## src/hdl/vrcw_pkg.sv

```systemverilog
// Purpose: shared constants and types of the volatile read configuration block
// Assumes: one 40 MHz clock; serial pins sampled, never used as a clock
// Notes: configuration byte is dummy[7:4], in-place disable[3], zero[2], wrap[1:0]
// Notes on behaviour
// - read/write commands; working config reloads after either
// - written value takes effect when write completes
// - reset reloads configuration from nonvolatile settings
// - bits 7:4 give fast read dummy count
// - too few dummy cycles gives invalid data
// - bit 3 low enables execute in place
// - wrap 00 wraps inside aligned 16 bytes
// - wrap 01 wraps inside aligned 32 bytes
// - wrap 10 wraps inside aligned 64 bytes
// - wrap 11 counts through whole array
// - tuning pattern lets host adjust latching point
package vrcw_pkg;

  localparam int          ADDR_W      = 24;    // array address width
  localparam int          DUMMY_HI    = 7;     // dummy count field
  localparam int          DUMMY_LO    = 4;
  localparam int          IN_PLACE_BIT = 3;    // execute in place, low enables
  localparam int          RSV_BIT     = 2;     // reserved, fixed zero
  localparam int          WRAP_HI     = 1;     // wrap field
  localparam int          WRAP_LO     = 0;
  localparam logic [1:0]  WRAP_16     = 2'h0;
  localparam logic [1:0]  WRAP_32     = 2'h1;
  localparam logic [1:0]  WRAP_64     = 2'h2;
  localparam logic [1:0]  WRAP_CONT   = 2'h3;  // value after reset
  localparam logic [3:0]  DUMMY_ZERO  = 4'h0;  // code taken as the longest count
  localparam logic [3:0]  DUMMY_MAX   = 4'hf;
  localparam logic [2:0]  BIT_LAST    = 3'h7;  // last bit of a byte
  localparam logic [1:0]  ADDR_LAST   = 2'h2;  // third address byte

  // serial frame states
  typedef enum logic [2:0] {
    ST_CMD, ST_ADDR, ST_DUMMY, ST_DATA, ST_WRCFG, ST_RDCFG, ST_IDLE
  } vrcw_state_t;

  // synchronised pins
  typedef struct packed {
    logic sclk;
    logic cs_n;
    logic si;
  } vrcw_pins_t;

  // whole state of the block
  typedef struct packed {
    vrcw_state_t        st;         // frame state
    logic [2:0]         bitcnt;     // bit within byte
    logic [1:0]         bytecnt;    // address byte count
    logic [3:0]         dcnt;       // dummy cycles left
    logic [7:0]         sh_in;      // receive shift
    logic [7:0]         sh_out;     // transmit shift
    logic [ADDR_W-1:0]  addr;       // read address
    logic [7:0]         vol_cfg;    // volatile register
    logic [7:0]         act_cfg;    // working configuration
    logic [7:0]         pend;       // written byte awaiting frame end
    logic               wr_pend;    // a full byte was written
    logic               tune;       // frame returns tuning pattern
    logic               in_place_armed;  // next frame starts with address
    logic               sclk_q;     // previous sampled clock
    logic               so;         // serial output
    logic               so_oe_n;    // output enable, low drives
  } vrcw_regs_t;

  // effective dummy count: zero code means the longest count
  function automatic logic [3:0] vrcw_eff_dummy(input logic [3:0] d);
    return (d == DUMMY_ZERO) ? DUMMY_MAX : d;
  endfunction

  // next read address under the wrap setting
  function automatic logic [ADDR_W-1:0] vrcw_next_addr(input logic [ADDR_W-1:0] a,
                                                       input logic [1:0] w);
    logic [ADDR_W-1:0] m;
    logic [ADDR_W-1:0] inc;
    m   = '1;
    inc = a + {{(ADDR_W-1){1'b0}}, 1'b1};
    case (w)
      WRAP_16: m = 24'h00000f;
      WRAP_32: m = 24'h00001f;
      WRAP_64: m = 24'h00003f;
      default: m = '1;
    endcase
    return (a & ~m) | (inc & m);
  endfunction

endpackage

```

## src/hdl/vrcw_sync.sv

```systemverilog
// Purpose: two-stage synchroniser for the serial pins
// Assumes: inputs asynchronous to ref_clk_i
// Notes: first stage is read by the second stage only
module vrcw_sync import vrcw_pkg::*; #(
  parameter int W = 3
) (
  input  wire logic         ref_clk_i,
  input  wire logic         sys_rst_i,
  input  wire logic [W-1:0] async_i,
  output logic      [W-1:0] sync_o
);

  logic [W-1:0] meta_reg;  // first stage

  // two flops per pin; idle level is all ones (clock high, select off)
  always_ff @(posedge ref_clk_i) begin
    if (sys_rst_i) begin
      meta_reg <= '1;
      sync_o   <= '1;
    end else begin
      meta_reg <= async_i;
      sync_o   <= meta_reg;
    end
  end

endmodule

```

## src/hdl/vrcw_top.sv

```systemverilog
// Purpose: volatile read configuration register of a serial flash, serial side
// Assumes: serial mode 0, one data line in, one out; array read port outside
// Notes: sclk is sampled by ref_clk_i, so it must stay below a quarter of it
module vrcw_top import vrcw_pkg::*; #(
  parameter logic [7:0] CMD_RD_CFG = 8'h11,  // read configuration opcode
  parameter logic [7:0] CMD_WR_CFG = 8'h12,  // write configuration opcode
  parameter logic [7:0] CMD_FAST   = 8'h13,  // fast read opcode
  parameter logic [7:0] CMD_TUNE   = 8'h14,  // tuning pattern opcode
  parameter logic [7:0] TUNE_BYTE  = 8'h5a   // tuning pattern byte
) (
  input  wire logic              ref_clk_i,
  input  wire logic              sys_rst_i,
  input  wire logic              sclk_i,
  input  wire logic              cs_n_i,
  input  wire logic              si_i,
  input  wire logic [3:0]        nv_dummy_i,
  input  wire logic              nv_in_place_dis_i,
  input  wire logic [7:0]        mem_data_i,
  output logic                   so_o,
  output logic                   so_oe_n_o,
  output logic [ADDR_W-1:0]      mem_addr_o,
  output logic                   execute_in_place_o,
  output logic [3:0]             cfg_dummy_o,
  output logic [1:0]             cfg_wrap_o
);

  logic [2:0]  pins_raw;   // synchroniser output
  vrcw_pins_t  pins;       // synchronised pins
  vrcw_regs_t  st_reg;     // registered state
  vrcw_regs_t  st_next;    // next state
  logic        rise;       // sampled clock rising
  logic        fall;       // sampled clock falling
  logic [7:0]  rx_byte;    // byte completed on this edge
  logic [7:0]  nv_cfg;     // configuration loaded at reset
  logic [7:0]  rd_byte;    // next byte of read data

  // pins pass two flops before any logic
  vrcw_sync #(.W(3)) u_sync (
    .ref_clk_i (ref_clk_i),
    .sys_rst_i (sys_rst_i),
    .async_i   ({sclk_i, cs_n_i, si_i}),
    .sync_o    (pins_raw)
  );

  assign pins    = vrcw_pins_t'(pins_raw);
  assign rise    = pins.sclk & ~st_reg.sclk_q;
  assign fall    = ~pins.sclk & st_reg.sclk_q;
  assign rx_byte = {st_reg.sh_in[6:0], pins.si};
  assign nv_cfg  = {nv_dummy_i, nv_in_place_dis_i, 1'b0, WRAP_CONT};
  assign rd_byte = st_reg.tune ? TUNE_BYTE : mem_data_i;

  // next-state logic of the whole block
  always_comb begin
    st_next        = st_reg;
    st_next.sclk_q = pins.sclk;
    if (sys_rst_i) begin
      // reset reloads from nonvolatile settings, volatile value is lost
      st_next           = '0;
      st_next.st        = ST_CMD;
      st_next.vol_cfg   = nv_cfg;
      st_next.act_cfg   = nv_cfg;
      st_next.sclk_q    = 1'b1;
      st_next.so_oe_n   = 1'b1;
    end else if (pins.cs_n) begin
      // frame end: completed write takes effect, read reloads working copy
      if (st_reg.st == ST_WRCFG && st_reg.wr_pend) begin
        st_next.vol_cfg = st_reg.pend;
        st_next.act_cfg = st_reg.pend;
      end else if (st_reg.st == ST_RDCFG) begin
        st_next.act_cfg = st_reg.vol_cfg;
      end
      st_next.st      = st_reg.in_place_armed ? ST_ADDR : ST_CMD;
      st_next.bitcnt  = '0;
      st_next.bytecnt = '0;
      st_next.wr_pend = 1'b0;
      st_next.tune    = 1'b0;
      st_next.so_oe_n = 1'b1;
    end else if (rise) begin
      // sample input on rising clock
      st_next.sh_in  = rx_byte;
      st_next.bitcnt = st_reg.bitcnt + 3'h1;
      if (st_reg.st == ST_DUMMY) begin
        // first dummy bit high leaves execute in place
        if (st_reg.dcnt == vrcw_eff_dummy(st_reg.act_cfg[DUMMY_HI:DUMMY_LO])) begin
          st_next.in_place_armed = ~pins.si & ~st_reg.act_cfg[IN_PLACE_BIT]
                                   & ~st_reg.tune;
        end
        if (st_reg.dcnt == 4'h1) begin
          // data starts after the configured dummy count, valid or not
          st_next.st     = ST_DATA;
          st_next.bitcnt = '0;
          st_next.sh_out = rd_byte;
          if (!st_reg.tune) begin
            st_next.addr = vrcw_next_addr(st_reg.addr, st_reg.act_cfg[WRAP_HI:WRAP_LO]);
          end
        end else begin
          st_next.dcnt = st_reg.dcnt - 4'h1;
        end
      end else if (st_reg.bitcnt == BIT_LAST) begin
        case (st_reg.st)
          ST_CMD: begin
            // decode opcode
            if (rx_byte == CMD_RD_CFG) begin
              st_next.st     = ST_RDCFG;
              st_next.sh_out = st_reg.vol_cfg;
            end else if (rx_byte == CMD_WR_CFG) begin
              st_next.st = ST_WRCFG;
            end else if (rx_byte == CMD_FAST) begin
              st_next.st = ST_ADDR;
            end else if (rx_byte == CMD_TUNE) begin
              st_next.st   = ST_DUMMY;
              st_next.tune = 1'b1;
              st_next.dcnt = vrcw_eff_dummy(st_reg.act_cfg[DUMMY_HI:DUMMY_LO]);
            end else begin
              st_next.st = ST_IDLE;
            end
          end
          ST_ADDR: begin
            // three address bytes, most significant first
            st_next.addr    = {st_reg.addr[15:0], rx_byte};
            st_next.bytecnt = st_reg.bytecnt + 2'h1;
            if (st_reg.bytecnt == ADDR_LAST) begin
              st_next.st   = ST_DUMMY;
              st_next.dcnt = vrcw_eff_dummy(st_reg.act_cfg[DUMMY_HI:DUMMY_LO]);
            end
          end
          ST_WRCFG: begin
            // first byte only; reserved bit forced to zero
            if (!st_reg.wr_pend) begin
              st_next.pend          = rx_byte;
              st_next.pend[RSV_BIT] = 1'b0;
              st_next.wr_pend       = 1'b1;
            end
          end
          ST_RDCFG: begin
            st_next.sh_out = st_reg.vol_cfg;       // repeats while selected
          end
          ST_DATA: begin
            // next byte under the wrap setting
            st_next.sh_out = rd_byte;
            if (!st_reg.tune) begin
              st_next.addr = vrcw_next_addr(st_reg.addr,
                                            st_reg.act_cfg[WRAP_HI:WRAP_LO]);
            end
          end
          default: begin
            st_next.st = ST_IDLE;                  // unknown opcode ignored
          end
        endcase
      end
    end else if (fall && (st_reg.st == ST_DATA || st_reg.st == ST_RDCFG)) begin
      // shift out on falling clock
      st_next.so      = st_reg.sh_out[7];
      st_next.sh_out  = {st_reg.sh_out[6:0], 1'b0};
      st_next.so_oe_n = 1'b0;
    end
    if (st_next.act_cfg[IN_PLACE_BIT]) begin
      st_next.in_place_armed = 1'b0;
    end
  end

  // state register
  always_ff @(posedge ref_clk_i) begin
    st_reg <= st_next;
  end

  // outputs come straight from the state register
  assign so_o               = st_reg.so;
  assign so_oe_n_o          = st_reg.so_oe_n;
  assign mem_addr_o         = st_reg.addr;
  assign execute_in_place_o = ~st_reg.act_cfg[IN_PLACE_BIT];
  assign cfg_dummy_o        = st_reg.act_cfg[DUMMY_HI:DUMMY_LO];
  assign cfg_wrap_o         = st_reg.act_cfg[WRAP_HI:WRAP_LO];

  // helper: dummy edges seen in the current dummy phase
  logic [4:0] dseen_reg;
  always_ff @(posedge ref_clk_i) begin
    if (sys_rst_i || st_reg.st != ST_DUMMY) begin
      dseen_reg <= '0;
    end else if (rise && !pins.cs_n) begin
      dseen_reg <= dseen_reg + 5'h1;
    end
  end

  logic adv;  // address stepped during data
  assign adv = st_reg.st == ST_DATA && st_next.addr != st_reg.addr && !pins.cs_n;

  a_rsv_zero: assert property (@(posedge ref_clk_i) disable iff (sys_rst_i)
    !st_reg.vol_cfg[RSV_BIT] && !st_reg.act_cfg[RSV_BIT])
    else $error("reserved bit not zero");
  a_reset_load: assert property (@(posedge ref_clk_i)
    sys_rst_i |=> st_reg.act_cfg == {$past(nv_dummy_i), $past(nv_in_place_dis_i), 3'h3}
                  && st_reg.st == ST_CMD && so_oe_n_o)
    else $error("reset did not load nonvolatile settings");
  a_write_apply: assert property (@(posedge ref_clk_i) disable iff (sys_rst_i)
    (st_reg.st == ST_WRCFG && st_reg.wr_pend && pins.cs_n)
      |=> st_reg.act_cfg == $past(st_reg.pend) && st_reg.vol_cfg == $past(st_reg.pend))
    else $error("written value not applied at frame end");
  a_read_reload: assert property (@(posedge ref_clk_i) disable iff (sys_rst_i)
    (st_reg.st == ST_RDCFG && pins.cs_n) |=> st_reg.act_cfg == $past(st_reg.vol_cfg))
    else $error("read did not reload working configuration");
  a_dummy_len: assert property (@(posedge ref_clk_i) disable iff (sys_rst_i)
    (st_reg.st == ST_DUMMY && st_next.st == ST_DATA)
      |-> dseen_reg + 5'h1 == {1'b0, vrcw_eff_dummy(cfg_dummy_o)})
    else $error("dummy phase length wrong");
  a_in_place_armed: assert property (@(posedge ref_clk_i) disable iff (sys_rst_i)
    st_reg.in_place_armed |-> execute_in_place_o)
    else $error("armed while execute in place disabled");
  a_wrap_16: assert property (@(posedge ref_clk_i) disable iff (sys_rst_i)
    (adv && cfg_wrap_o == WRAP_16) |=> mem_addr_o[23:4] == $past(mem_addr_o[23:4]))
    else $error("16 byte wrap left its block");
  a_wrap_32: assert property (@(posedge ref_clk_i) disable iff (sys_rst_i)
    (adv && cfg_wrap_o == WRAP_32) |=> mem_addr_o[23:5] == $past(mem_addr_o[23:5]))
    else $error("32 byte wrap left its block");
  a_wrap_64: assert property (@(posedge ref_clk_i) disable iff (sys_rst_i)
    (adv && cfg_wrap_o == WRAP_64) |=> mem_addr_o[23:6] == $past(mem_addr_o[23:6]))
    else $error("64 byte wrap left its block");
  a_wrap_cont: assert property (@(posedge ref_clk_i) disable iff (sys_rst_i)
    (adv && cfg_wrap_o == WRAP_CONT) |=> mem_addr_o == $past(mem_addr_o) + 24'h1)
    else $error("continuous read did not increment");
  a_tune_data: assert property (@(posedge ref_clk_i) disable iff (sys_rst_i)
    (st_reg.tune && st_next.st == ST_DATA && st_reg.st == ST_DUMMY)
      |=> st_reg.sh_out == TUNE_BYTE)
    else $error("tuning pattern not loaded");

  c_write: cover property (@(posedge ref_clk_i)
    st_reg.st == ST_WRCFG && st_reg.wr_pend && pins.cs_n);
  c_wrap: cover property (@(posedge ref_clk_i)
    adv && mem_addr_o[3:0] == 4'hf && cfg_wrap_o == WRAP_16);
  c_in_place: cover property (@(posedge ref_clk_i) st_reg.in_place_armed && pins.cs_n);
  c_tune: cover property (@(posedge ref_clk_i) st_reg.tune && st_reg.st == ST_DATA);

endmodule

```

## config.mk

```make
export PLATFORM = sky130hd
export DESIGN_NAME = vrcw_top
export DESIGN_NICKNAME = d
export VERILOG_FILES = /design/src/hdl/vrcw_pkg.sv /design/src/hdl/vrcw_sync.sv /design/src/hdl/vrcw_top.sv
export SDC_FILE = /design/constraint.sdc
export NUM_CORES = 1
export LEC_CHECK = 0
export ABC_CLOCK_PERIOD_IN_PS = 2500
export BUFFER_PORTS_ARGS = -buffer_cell sky130_fd_sc_hd__buf_2
export CORE_MARGIN = 2
export CORE_UTILIZATION = 40
export CTS_BUF_LIST = sky130_fd_sc_hd__clkbuf_4
export CTS_CLUSTER_SIZE = 8
export DETAILED_ROUTE_END_ITERATION = 8
export HOLD_SLACK_MARGIN = 0.1
export MAX_ROUTING_LAYER = met4
export PLACE_DENSITY = 0.64
export SETUP_SLACK_MARGIN = 0.1
export SYNTH_ARGS = -nofsm -noshare
export SYNTH_HDL_FRONTEND = slang
export SYNTH_SLANG_ARGS = --single-unit
```

## constraint.sdc

```tcl
create_clock -name ref_clk_i -period 2.5 [get_ports ref_clk_i]
set_clock_uncertainty 0.1 [all_clocks]
set_input_delay 0.625 -clock ref_clk_i [delete_from_list [all_inputs] [get_ports ref_clk_i]]
set_output_delay 0.625 -clock ref_clk_i [all_outputs]
set_load 0.005 [all_outputs]
```

# Word level (Yosys, flattened, before mapping)
# Index checks and enable logic that the tools add are counted.
totals:
  output_inout_bits: 33
  ff_bits: 86
  elab_cells: 184
  in_bits: 18
classes:
  eq_ne: 31
  add_sub_neg: 4
  n_reduce_logical: 35
  bitwise_logic: 24
  mux: 69
ops:
  columns: ["op", "count"]
  rows:
  - ["24-bit two-way mux", 14]
  - ["24-bit bitwise AND", 4]
  - ["32-bit two-way mux", 3]
  - ["8-bit two-way mux", 9]
  - ["24-bit one-hot mux with 3 select lines", 1]
  - ["24-bit inverter", 2]
  - ["24-bit bitwise OR", 2]
  - ["24-bit one-hot mux with 2 select lines", 1]
  - ["8-bit by 5-bit == test with 1-bit output (second input constant)", 4]
  - ["4-bit two-way mux", 8]
  - ["27-bit two-way mux", 1]
  - ["24-bit by 1-bit adder with 24-bit output (second input constant)", 1]
  - ["3-bit two-way mux", 8]
  - ["8-bit one-hot mux with 3 select lines", 1]
  - ["10-bit two-way mux", 2]
  - ["20-bit two-way mux", 1]
  - ["9-bit two-way mux", 2]
  - ["16-bit two-way mux", 1]
  - ["3-bit inequality test (second input constant)", 5]
  - ["6-bit two-way mux", 2]
  - ["1-bit inverter", 12]
  - ["2-bit AND reduction", 6]
  - ["4-bit AND reduction", 3]
  - ["6-bit AND reduction", 2]
  - ["37 further kinds", 68]

# Logic depth before layout (Yosys ltp)
# Gate-level depths: netlist of run 1.
logic_depth:
  ltp_word: 17
  depth_mapped: 10
  ltp_nobuf: 7

# Cells and area by module
# From an unflattened synthesis of run 1, not the netlist that was laid out.
hier_totals:
  hier_cells: 602
  area_unflattened_um2: 4832.1
modules_own_cells:
  columns: ["module", "n_inst", "cells_per_inst", "area_per_inst_um2"]
  rows:
  - ["vrcw_top", 1, 590, 4674.5]
  - ["vrcw_sync", 1, 12, 157.7]

# Worst setup path before layout of run 1
# OpenSTA, ideal clock, no wires.
synth_timing:
  path_kind: "register to register"
  start: "register st_reg[71] (netlist bit)"
  end: "register st_reg (netlist bit mem_addr_o[22])"
  setup_ps: 74
  synth_period_minus_slack_ps: 2253
  t_arrival_ps: 2078
  stages_incl_launch_ff: 10
  setup_slack_ps: 247
  required_ps: 2326
  cell_sequence: "dfxtp_1 clkbuf_1 inv_1 ha_1 or3b_2 a21oi_2 nand2b_1 buf_2 or4_1 a31oi_1"
synth_between:
  elab_chain_len: 3
synth_lines:
  columns: ["element", "line_no", "rtl"]
  rows:
  - ["from (decl)", "vrcw_top.sv:29", "vrcw_regs_t st_reg;"]
  - ["from (signal assigned)", "vrcw_top.sv:164", "st_reg <= st_next;"]
  - ["4-bit by 1-bit == test with 1-bit output", "vrcw_top.sv:88", "if (st_reg.dcnt == 4'h1) begin"]
  - ["2-bit by 1-bit inequality test with 1-bit output (no line)", null, null]
  - ["7-bit AND reduction (no line)", null, null]
# No other way between the ends.
# A chain may end at the register's enable or synchronous reset.

# Worst setup path after layout of run 1
layout_timing:
  start: "register st_reg (netlist bit rx_byte[5])"
  end: "register st_reg[54] (netlist bit)"
layout_between:
  elab_chain_len: 3
layout_lines:
  columns: ["element", "line_no", "rtl"]
  rows:
  - ["8-bit by 5-bit == test with 1-bit output", "vrcw_top.sv:103", "if (rx_byte == CMD_RD_CFG) begin"]
  - ["4-bit inequality test (no line)", null, null]
  - ["6-bit AND reduction (no line)", null, null]
# No other way between the ends.

==> results of run 1 <==
[layout make-up]
class	count	share of cell area, %
clock buffer	11	1.560
clock inverter	5	0.7327
inverter	15	1.064
multi-input combinational	446	49.85
sequential	84	33.49
tap	147	3.474
timing repair buffer	81	9.832
[cell usage in the layout (no fill, tap or decap), types with 11 or more instances in the layout]
cell type	synthesis	routed
o21ai_0	43	43
dfxtp_1	75	74
mux2i_1	16	16
a21oi_1	49	49
inv_1	15	15
nor3_1	19	18
buf_4	30	28
clkbuf_4	0	11
nand2_1	84	84
buf_2	10	50
nand3_1	18	18
or2_2	11	11
nor2_1	48	48
[what timing repair did]
item / 4_1_cts / 5_1_grt
resized for setup: 1 / 4
hold endpoints to repair: 0 / 0
pin swaps: 0 / 2
setup endpoints to repair: 2 / 6
[through the flow]
step                setup WS (ns)    TNS, ns  hold slack (ns)  util [%]  instance area, um2
floorplan                  0.2472          0           0.2895         -                4880
global route              0.08643          0           0.2119     44.26                5294
detailed placement        0.02477          0           0.2948     43.05                5150
finish                     0.1510          0           0.2335     44.26                5294
global placement        -0.006502  -0.006502           0.2958     43.05                5150
CTS                        0.1443          0           0.2018     44.12                5278
[final timing paths]
kind,depth (start not counted),startpoint,endpoint
worst max-delay path,6,rx_byte[5],st_reg[54]
worst min register to register,1,u_sync.meta_reg[2],u_sync.sync_o[2]
worst max register to register,6,rx_byte[5],st_reg[54]
worst min-delay path,2,sclk_i,u_sync.meta_reg[2]
[logic make-up after synthesis]
family	after synthesis	synth area share, %
simple gates	258	27.03
fa+ha+maj	6	1.538
xor+xnor	3	0.5386
flops	84	36.31
buf+inv	96	10.10
compound gates	161	20.74
mux	18	3.743
[critical path: cells and delay by family, from the launching register on]
kind	cells	cell delay, ns
simple gates	3	1.31
flops	1	0.37
compound gates	2	0.26
buf+inv	1	0.23
[Yosys cell counts (all sizes together) (9+ instances only)]
cell	n	area [um2]
nand3	18	90.09
o21ai	44	224.0
edfxtp	9	270.3
nor3	19	95.09
nor2	48	180.2
a21o	9	67.56
nand2	84	315.3
dfxtp	75	1501
or2	11	68.82
a21oi	50	254.0
inv	15	56.30
buf	43	294.0
clkbuf	38	142.6
mux2i	16	160.2
[per-layer routing]
layer  GRT usage, %  vias to the layer above
met1          29.27                     2145
met4          8.455                        0
li1               -                     2230
met3          3.600                       23
met5              -                        -
met2          33.06                      166
[power by group through the flow]
stage	Combinational, W	Sequential [W]	Clock [W]
6_report	0.000114	0.00140	0.000732
5_1_grt	0.000126	0.00140	0.000800
4_1_cts	0.000114	0.00140	0.000756
3_5_place_dp	0.000113	0.00143	0
3_3_place_gp	0.000111	0.00142	0
2_1_floorplan	0.0000758	0.00142	0
==> results by group, run 1 <==
Outcome
  – Status: finished, final reports clean

Yosys
  – Ys Warns: 0
  – Post-Synthesis Cells: roughly 630
  – Distinct cells, synth: between 60 and 70
  – Post-synthesis async set-or-reset flop share: 0%
  – Average cell area after synthesis: 7.795 um2
  – Synth Cell Area: approximately 0.005 mm2
  – Seq/Total Area, Yosys: between 30 and 40%
  – Top FF cell, synth: dfxtp_1
  – Register bit total from synthesis: 84
  – Synthesized net count: 650
  – Post-synth EDFFs: 9

Setup path
  – Slowest-stage cell, CP: or4b_1
  – Critical path, cell by cell: or4b_1 > nor4_1 > o32ai_1 > buf_4 > or3_1 > a21oi_1
  – WP data arrival: ~2.6 ns
  – Slack of the worst reg-to-reg path: 0.15 ns
  – CP Data Required Time: around 2.8 ns
  – CP max FO: 12
  – Crit end category: flop
  – Crit-path max cell delay: approximately 0.64 ns
  – Startpoint Class: flop
  – Crit path kind: reg2reg

STA
  – Worst-margin pin slew: between 0.5 and 0.6 ns
  – Slew HR: 62.91%
  – Final setup vio count: 0
  – Ratio of final minimum period to clock period: around 94%
  – Final Slew Violations: 0
  – Fin crit period: 2.349 ns
  – Fin. Hold Viols: 0
  – Unrepaired setup endpoints after global routing: true
  – Fmax: between 0.4 and 0.5 GHz

Global routing
  – GRT Resource Usage Total: a little over a fifth
  – Initial antenna violation count: 0
  – Vias in the first global route: 4294
  – First-pass GRT wire length: around 22000 um
  – Largest net degree at the start of global routing: between 60 and 70
  – Grt ovf: 0

Clock tree
  – CTS tree: done
  – Clock slew at reported path FFs: between 0.1 and 0.15 ns
  – Clk root buf: clkbuf_4
  – Max Root-Sink Buffers: 2
  – CTS buffer count: 9
  – # H-tree levels: 3
  – CTS sink count: 84
  – Hold buffer count at CTS: 0
  – Worst-Skew Late Latency: roughly 0.47 ns
  – Setup bufs post-CTS: 0

Drt
  – Met1 Wirelength: 6120 um
  – Pre-antenna DRT Iters: 5
  – Vias: between 4000 and 5000
  – Routed WL per cell: between 15 and 20 um
  – Total wire length: roughly 13000 um
  – Top Metal Used: met4
  – ANT nets after route: 0
  – DR WL met3: ~760 um
  – Met2 routed WL: 6285 um
  – DR iter-0 viols: about 380
  – Vias per inst: 5.785
  – DRC viols: 0

Final layout
  – # fillers: about 1200
  – Antenna diode count: 0
  – Max reg flops: 39
  – Share of cells above drive strength 1: between 10% and 20%
  – Area growth, synth to finish: 8.487%
  – Non-Filler Instances: just under 800
  – Final #Nets: between 600 and 700
  – Sequential Area: ~0.0018 mm2
  – Multi-input logic area: 0.002639 mm2

Placement
  – Post-DP HPWL: 9656 um
  – Placer Congestion: between 0.9 and 1
  – # port buffers: 50
  – Placed cells: about 770

Floorplanning
  – Initial Util: 40.79%
  – Die footprint: between 0.01 and 0.015 mm2
  – # rows: 40
  – Die Wd: between 100 and 150 um
  – Core Region: 0.01196 mm2
  – Die height: between 100 and 150 um
  – I/O pins: 51

Pwr
  – PwrDens: 423.4 mW/mm2
  – Total power: about 0.0022 W
  – Seq pwr share: roughly 62%
  – Sw power: just under 0.0006 W
  – Int Pwr: 0.001656 W
  – Switching Share: between 20% and 30%
  – Static leakage: 1.956 nW
  – Peak VDD IR: 0.2889 mV
  – Combinational Power Share: under 10%
  – Clock share of power: roughly 33%

Min path
  – Worst Hold Class: in2reg

Run
  – Max-Cap Viols: 0
Note: power is estimated with default switching activity, not from simulation.
==> run 2: changes to the inputs <==
--- a/config.mk
+++ b/config.mk
@@ -5,7 +5,7 @@
 export SDC_FILE = /design/constraint.sdc
 export NUM_CORES = 1
 export LEC_CHECK = 0
-export ABC_CLOCK_PERIOD_IN_PS = 2500
+export ABC_CLOCK_PERIOD_IN_PS = 1900
 export BUFFER_PORTS_ARGS = -buffer_cell sky130_fd_sc_hd__buf_2
 export CORE_MARGIN = 2
 export CORE_UTILIZATION = 40
@@ -14,8 +14,9 @@
 export DETAILED_ROUTE_END_ITERATION = 8
 export HOLD_SLACK_MARGIN = 0.1
 export MAX_ROUTING_LAYER = met4
-export PLACE_DENSITY = 0.64
+export PLACE_DENSITY = 0.66
 export SETUP_SLACK_MARGIN = 0.1
 export SYNTH_ARGS = -nofsm -noshare
 export SYNTH_HDL_FRONTEND = slang
+export SYNTH_HIERARCHICAL = 1
 export SYNTH_SLANG_ARGS = --single-unit
==> constraint.sdc (replaced) <==
create_clock -name ref_clk_i -period 1.9 [get_ports ref_clk_i]
set_clock_uncertainty 0.1 [all_clocks]
set_input_delay 0.475 -clock ref_clk_i [delete_from_list [all_inputs] [get_ports ref_clk_i]]
set_output_delay 0.475 -clock ref_clk_i [all_outputs]
set_load 0.005 [all_outputs]
==> run 2 against run 1 <==
  * The flow now finishes with violations (setup timing)
  * Worst hold slack got worse by 0.0081 ns
  * Synthesized cell count fell by 3.8%
  * First-iteration DRC count shrank 3.7%
  * Design area up 26%
  * Power up 41%
  * Setup slack got worse by 0.42 ns
  * Count of clock-buffer cells in the layout decreased by 1
  * Synthesized area fell by 0.97%
  * Non-clock buffer count rose by 98
==> results by group, run 2 <==
STA
  – Fmax: 0.4618 GHz
  – Ratio of final minimum period to clock period: 114.0%
  – Unrepaired setup endpoints after global routing: true
  – Final Slew Violations: 0
  – Final setup vio count: 34
  – Setup ws final: -0.2653 ns
  – Worst-margin pin slew: between 0.5 and 0.6 ns
  – Fin crit period: around 2.2 ns
  – Slew HR: between 60% and 70%
  – Fin. Hold Viols: 0
  – Setup TNS: -4.176 ns

Yosys
  – Largest family of logic cells by synthesized area: compound AO/OA/AOI/OAI gates
  – Top post-synthesis cells by count: dfxtp_1 (75), nand2_1 (61), a21oi_1 (54), nor2_1 (54), o21ai_0 (38)
  – Average cell area after synthesis: 8.027 um2
  – Ys Warns: 6
  – Distinct cells, synth: 72
  – Synth Cell Area: around 0.0048 mm2
  – Synth Area in Adders: under 10%
  – Compound-cell area share of the yosys netlist: around 25%
  – Cell with the most instances after synthesis: dfxtp_1
  – Mux cell area share after synthesis: 1.864%
  – Top-area cell type share of the netlist area: between 30% and 40%
  – Post-synthesis async set-or-reset flop share: 0%
  – Post-synth EDFFs: 9
  – Synth area leaders: dfxtp_1 (31%), a21oi_1 (5.6%), edfxtp_1 (5.6%), buf_4 (4.8%), nand2_1 (4.7%)
  – Post-Synthesis Cells: ~600
  – Synth area leader: dfxtp_1
  – Register bit total from synthesis: 84
  – Post-Synth Simple-Gate Area: around a quarter
  – Synthesized net count: about 630
  – Seq/Total Area, Yosys: a little over a third
  – Synth Area in XOR/XNOR: less than 1%
  – Top FF cell, synth: dfxtp_1

Final layout
  – Final instance area: approximately 0.0067 mm2
  – Share of cells above drive strength 1: between 40 and 50%
  – Most common cell after layout, fill and taps aside: buf_4
  – Area growth, synth to finish: 38.17%
  – Antenna diode count: 0
  – Max reg flops: 39
  – Final #Nets: 746
  – Commonest non-fill, non-tap cells in the layout: buf_4 (112), dfxtp_1 (59), nand2_1 (54), nor2_1 (50), buf_2 (50)
  – # fillers: around 1000

Setup path
  – Crit end category: flop
  – Crit path kind: reg2reg
  – WP data arrival: 2.47 ns
  – CP Data Required Time: approximately 2.2 ns
  – Startpoint Class: flop
  – CP max FO: 6

Clock tree
  – CTS tree: done
  – CTS buffer count: 9
  – Max Root-Sink Buffers: 2
  – CTS sink count: 84
  – Clk root buf: clkbuf_4
  – # H-tree levels: 3
  – Worst-Skew Late Latency: between 0.4 and 0.5 ns
  – Clock slew at reported path FFs: 0.14 ns

Pwr
  – Peak VDD IR: roughly 0.35 mV
  – PwrDens: roughly 470 mW/mm2
  – Static leakage: 2.747 nW

Floorplanning
  – # rows: 40
  – Die height: 113.9 um
  – Core Region: around 0.012 mm2
  – I/O pins: 51
  – Die footprint: 0.01298 mm2
  – Die Wd: 113.9 um
  – Initial Util: around two fifths

Outcome
  – Status: finished, violations left
  – Failing checks: setup timing

Min path
  – Worst Hold Class: in2reg

Placement
  – Post-DP HPWL: 10530 um
  – # port buffers: 50
  – Placed cell area: about 0.0059 mm2
  – Placer Congestion: about 0.94

Global routing
  – First-pass GRT wire length: between 20000 and 25000 um
  – Largest net degree at the start of global routing: 40
  – Initial antenna violation count: 0
  – Grt ovf: 0
  – GRT Resource Usage Total: between 20% and 30%
  – Vias in the first global route: between 4000 and 5000

Drt
  – Routed WL per cell: approximately 17 um
  – Total wire length: 14770 um
  – Vias per inst: 5.744
  – DR iter-0 viols: between 300 and 400
  – Pre-antenna DRT Iters: 5
  – ANT nets after route: 0
  – Vias: 5020
  – DRC viols: 0

Run
  – Max-Cap Viols: 0
run 2: report_power, final:
| group | internal, W | leakage (nW) | switching [W] |
|---|---|---|---|
| Combinational | 0.0000902 | 1.97 | 0.000121 |
| Sequential | 0.00181 | 0.700 | 0.0000179 |
| Clock | 0.000426 | 0.0736 | 0.000683 |
| Total | 0.00233 | 2.75 | 0.000822 |
run 2: final cells by class:
cell class              instances  area [um2]  share of cell area, %
clock buffers                  10       75.07                  1.124
clock inverters                 6       71.32                  1.068
inverters                      21       78.83                  1.181
multi-input cells             427        3122                  46.76
flip-flops and latches         84        1802                  26.99
well taps                     147       183.9                  2.755
repair buffers                179        1344                  20.13
run 2: path summary, 6_finish.rpt:
check | startpoint | end | slack [ns] | cells after the start
setup / recovery | st_reg[71] | st_reg[61] | -0.27 | 8
hold / removal | nv_in_place_dis_i | st_reg[25] | 0.23 | 3
setup reg to reg | st_reg[71] | st_reg[61] | -0.27 | 8
hold reg to reg | u_sync/meta_reg[1] | u_sync/sync_o[1] | 0.32 | 1
run 2: logic make-up (layout without fill, tap and decap cells):
kind of cell	Yosys count	in the layout
multiplexers	9	9
XOR/XNOR	2	2
buffers and inverters	92	216
adder cells (fa/ha/maj)	6	6
AO/OA/AOI/OAI	178	178
AND/OR/NAND/NOR	231	232
flip-flops	84	84
run 2: critical path, cell delays in order, from the launching register on:
cell and delay, ns:
dfxtp_2 0.35, inv_2 0.07, ha_4 0.12, or3b_4 0.40, a21boi_4 0.16, buf_12 0.14
nor2_4 0.05, or4_1 0.56, a21oi_1 0.16
run 2: per-stage QoR:
| step | worst slack, ns | power [W] | util, % | cells | hold WS (ns) |
|---|---|---|---|---|---|
| global route | -0.3311 | 0.003256 | 56.05 | 874 | 0.2174 |
| global placement | -0.2353 | 0.002048 | 49.41 | 837 | 0.2982 |
| floorplan | -0.1395 | 0.001977 | - | 602 | 0.2832 |
| finish | -0.2653 | 0.003151 | 56.05 | 874 | 0.2253 |
| detailed placement | -0.2696 | 0.002053 | 49.41 | 837 | 0.2925 |
| CTS | -0.2199 | 0.003163 | 53.87 | 872 | 0.2140 |
run 2: repair_timing:
item                                    CTS  global route
buffers inserted                         13             4
gates cloned                              3             0
pin swaps                                27            21
endpoints found under the hold margin     3             0
hold buffers                              3             0
gates resized for setup                  50            60
endpoints found under the setup margin   44            53
run 2: per-layer routing:
| layer | share of wire (%) | vias up | GRT usage (%) |
|---|---|---|---|
| met5 | 0 | - | - |
| met4 | 2.6 | 0 | 9.431 |
| met3 | 5.4 | 32 | 4.729 |
| met2 | 49 | 164 | 38.76 |
| met1 | 43 | 2410 | 28.18 |
| li1 | - | 2414 | - |
==> run 3: changes to the inputs <==
--- a/config.mk
+++ b/config.mk
@@ -5,7 +5,7 @@
 export SDC_FILE = /design/constraint.sdc
 export NUM_CORES = 1
 export LEC_CHECK = 0
-export ABC_CLOCK_PERIOD_IN_PS = 1900
+export ABC_CLOCK_PERIOD_IN_PS = 2300
 export BUFFER_PORTS_ARGS = -buffer_cell sky130_fd_sc_hd__buf_2
 export CORE_MARGIN = 2
 export CORE_UTILIZATION = 40
@@ -14,7 +14,7 @@
 export DETAILED_ROUTE_END_ITERATION = 8
 export HOLD_SLACK_MARGIN = 0.1
 export MAX_ROUTING_LAYER = met4
-export PLACE_DENSITY = 0.66
+export PLACE_DENSITY = 0.64
 export SETUP_SLACK_MARGIN = 0.1
 export SYNTH_ARGS = -nofsm -noshare
 export SYNTH_HDL_FRONTEND = slang
==> constraint.sdc (replaced) <==
create_clock -name ref_clk_i -period 2.3 [get_ports ref_clk_i]
set_clock_uncertainty 0.1 [all_clocks]
set_input_delay 0.575 -clock ref_clk_i [delete_from_list [all_inputs] [get_ports ref_clk_i]]
set_output_delay 0.575 -clock ref_clk_i [all_outputs]
set_load 0.005 [all_outputs]
==> run 3 against run 2 <==
  * The run now ends clean
  * Wire length decreased by 8.6%
  * Core utilization fell by 8.8 points
  * Maximum frequency shrank 0.18%
  * Non-clock buffer count fell by 70
  * Sequential power is 17% lower
  * Global-route usage shrank 2.3 points
  * Die area unchanged
  * Critical path type unchanged
  * Largest cell class unchanged
==> results by group, run 3 (same netlist as run 2, synthesis figures left out) <==
Outcome
  – Status: finished, final reports clean

Final layout
  – Most common cell after layout, fill and taps aside: dfxtp_1
  – Share of cells above drive strength 1: ~25%
  – Final #Nets: just under 700
  – Antenna diode count: 0
  – Final instance area: between 0.005 and 0.006 mm2
  – Commonest non-fill, non-tap cells in the layout: dfxtp_1 (71), nand2_1 (60), buf_4 (57), a21oi_1 (54), nor2_1 (53)
  – Area growth, synth to finish: 16.39%
  – Max reg flops: 39
  – Non-Filler Instances: around 800
  – # fillers: roughly 1100

Pwr
  – Combinational Power Share: around 4.6%
  – Peak VDD IR: around 0.24 mV
  – Sw power: 0.0006192 W
  – Clock share of power: 42.1%
  – Seq pwr share: 53.3%
  – Switching Share: between 20% and 30%
  – Static leakage: about 2.2 nW
  – PwrDens: 508.0 mW/mm2
  – Int Pwr: ~0.0022 W

STA
  – Setup ws final: 0.1309 ns
  – Final setup vio count: 0
  – Unrepaired setup endpoints after global routing: true
  – Fmax: ~0.46 GHz
  – Ratio of final minimum period to clock period: 94.31%
  – Final Slew Violations: 0
  – Slew HR: slightly above 60%
  – Worst-margin pin slew: 0.5803 ns
  – Fin. Hold Viols: 0
  – Fin crit period: ~2.2 ns

Clock tree
  – # H-tree levels: 3
  – CTS buffer count: 9
  – Hold buffer count at CTS: 0
  – Max Root-Sink Buffers: 2
  – Clock slew at reported path FFs: about 0.14 ns
  – CTS sink count: 84
  – Clk root buf: clkbuf_4
  – CTS tree: done
  – Worst-Skew Late Latency: ~0.44 ns

Setup path
  – Crit end category: flop
  – CP max FO: 7
  – Slowest-stage cell, CP: dfxtp_1
  – WP data arrival: 2.45 ns
  – Slack of the worst reg-to-reg path: 0.13 ns
  – CP Data Required Time: between 2 and 3 ns
  – Critical path, cell by cell: ha_1 > nand4_1 > buf_4 > nor4_1 > a22o_1 > nand2_1 > a21oi_1
  – Cell family with most CP delay: simple AND/OR/NAND/NOR gates
  – Worst R2R End: mem_addr_o[10]
  – Crit-path max cell delay: approximately 0.48 ns
  – Crit path kind: reg2reg
  – RR Startpoint: mem_addr_o[0]
  – Crit path buf inv count: 1
  – Startpoint Class: flop
  – R2R cell count: 7

Global routing
  – GRT Resource Usage Total: roughly a fifth
  – Initial antenna violation count: 0
  – First-pass GRT wire length: between 20000 and 25000 um
  – Largest net degree at the start of global routing: 52
  – Grt ovf: 0
  – Vias in the first global route: about 4400

Drt
  – Vias: ~4700
  – Routed WL per cell: roughly 17 um
  – DRC viols: 0
  – Pre-antenna DRT Iters: 7
  – Vias per inst: between 5 and 6
  – ANT nets after route: 0
  – Total wire length: roughly 14000 um
  – DR iter-0 viols: about 380

Floorplanning
  – I/O pins: between 50 and 60
  – Die Wd: between 100 and 150 um
  – # rows: 40
  – Initial Util: 40.57%
  – Die height: 113.9 um
  – Core Region: between 0.01 and 0.015 mm2
  – Die footprint: 0.01298 mm2

Min path
  – Worst Hold Depth: 2
  – Hold path start: si_i
  – Worst Hold Class: in2reg
  – WHS Endpoint: u_sync/meta_reg[0]

Placement
  – # port buffers: 50
  – Post-DP HPWL: between 9000 and 10000 um
  – Placed cell area: approximately 0.0053 mm2
  – Pre-CTS setup slack: -0.01907 ns
  – Placed cells: 785
  – Placer Congestion: 0.9486

Run
  – Max-Cap Viols: 0
## run 3: cell count changes in the layout (fill, tap and decap cells not counted), sizes merged
cell	previous run	this run
inv	23	21
nor2	55	54
clkbuf	10	12
dlygate4sd3	3	0
clkinvlp	2	0
buf	176	108
bufinv	1	4
## run 3: what timing repair did
item	4_1_cts	5_1_grt
setup endpoints to repair	16	31
pin swaps	2	4
setup buffers	0	1
gates cloned	0	1
gates resized for setup	8	15
## run 3: layout make-up
type | count | area [um2] | share of cell area (%)
clock inverter | 5 | 125.1 | 2.225
tap | 147 | 183.9 | 3.270
clock buffer | 11 | 82.58 | 1.468
multi-input combinational | 426 | 2654 | 47.19
inverter | 21 | 78.83 | 1.402
sequential | 84 | 1777 | 31.59
timing repair buffer | 109 | 723.2 | 12.86
## run 3: stage by stage
step | total power (W) | TNS, ns | utilization, % | hold slack [ns]
floorplan | 0.001633 | 0 | - | 0.2832
global placement | 0.001680 | 0 | 44.54 | 0.2873
detailed placement | 0.001684 | -0.05378 | 44.54 | 0.3035
CTS | 0.002872 | 0 | 46.55 | 0.1623
global route | 0.002950 | -0.008407 | 47.22 | 0.1777
finish | 0.002857 | 0 | 47.22 | 0.1955
## run 3: power by group through the flow
stage               Sequential, W  Combinational [W]  Clock [W]
finish                    0.00152           0.000131    0.00120
global route              0.00153           0.000145    0.00128
CTS                       0.00152           0.000130    0.00122
detailed placement        0.00156           0.000129          0
global placement          0.00155           0.000125          0
floorplan                 0.00155          0.0000870          0
## run 3: worst max path at each step
stage / cells past startpoint / end / startpoint / slack, ns
after detailed placement: 7 / st_reg[60] / st_reg[76] / -0.02
after global placement: 7 / st_reg[61] / st_reg[71] / 0.07
after global routing: 7 / mem_addr_o[10] / mem_addr_o[0] / -0.008
after floorplan: 7 / mem_addr_o[23] / st_reg[71] / 0.11
after CTS: 7 / st_reg[59] / st_reg[76] / 0.11
final: 7 / mem_addr_o[10] / mem_addr_o[0] / 0.13
## run 3: per-layer routing
metal	global-route usage, %	share of wire, %
met5	-	0
met4	7.480	1.7
met3	3.401	5.5
met2	34.17	49
met1	27.13	44
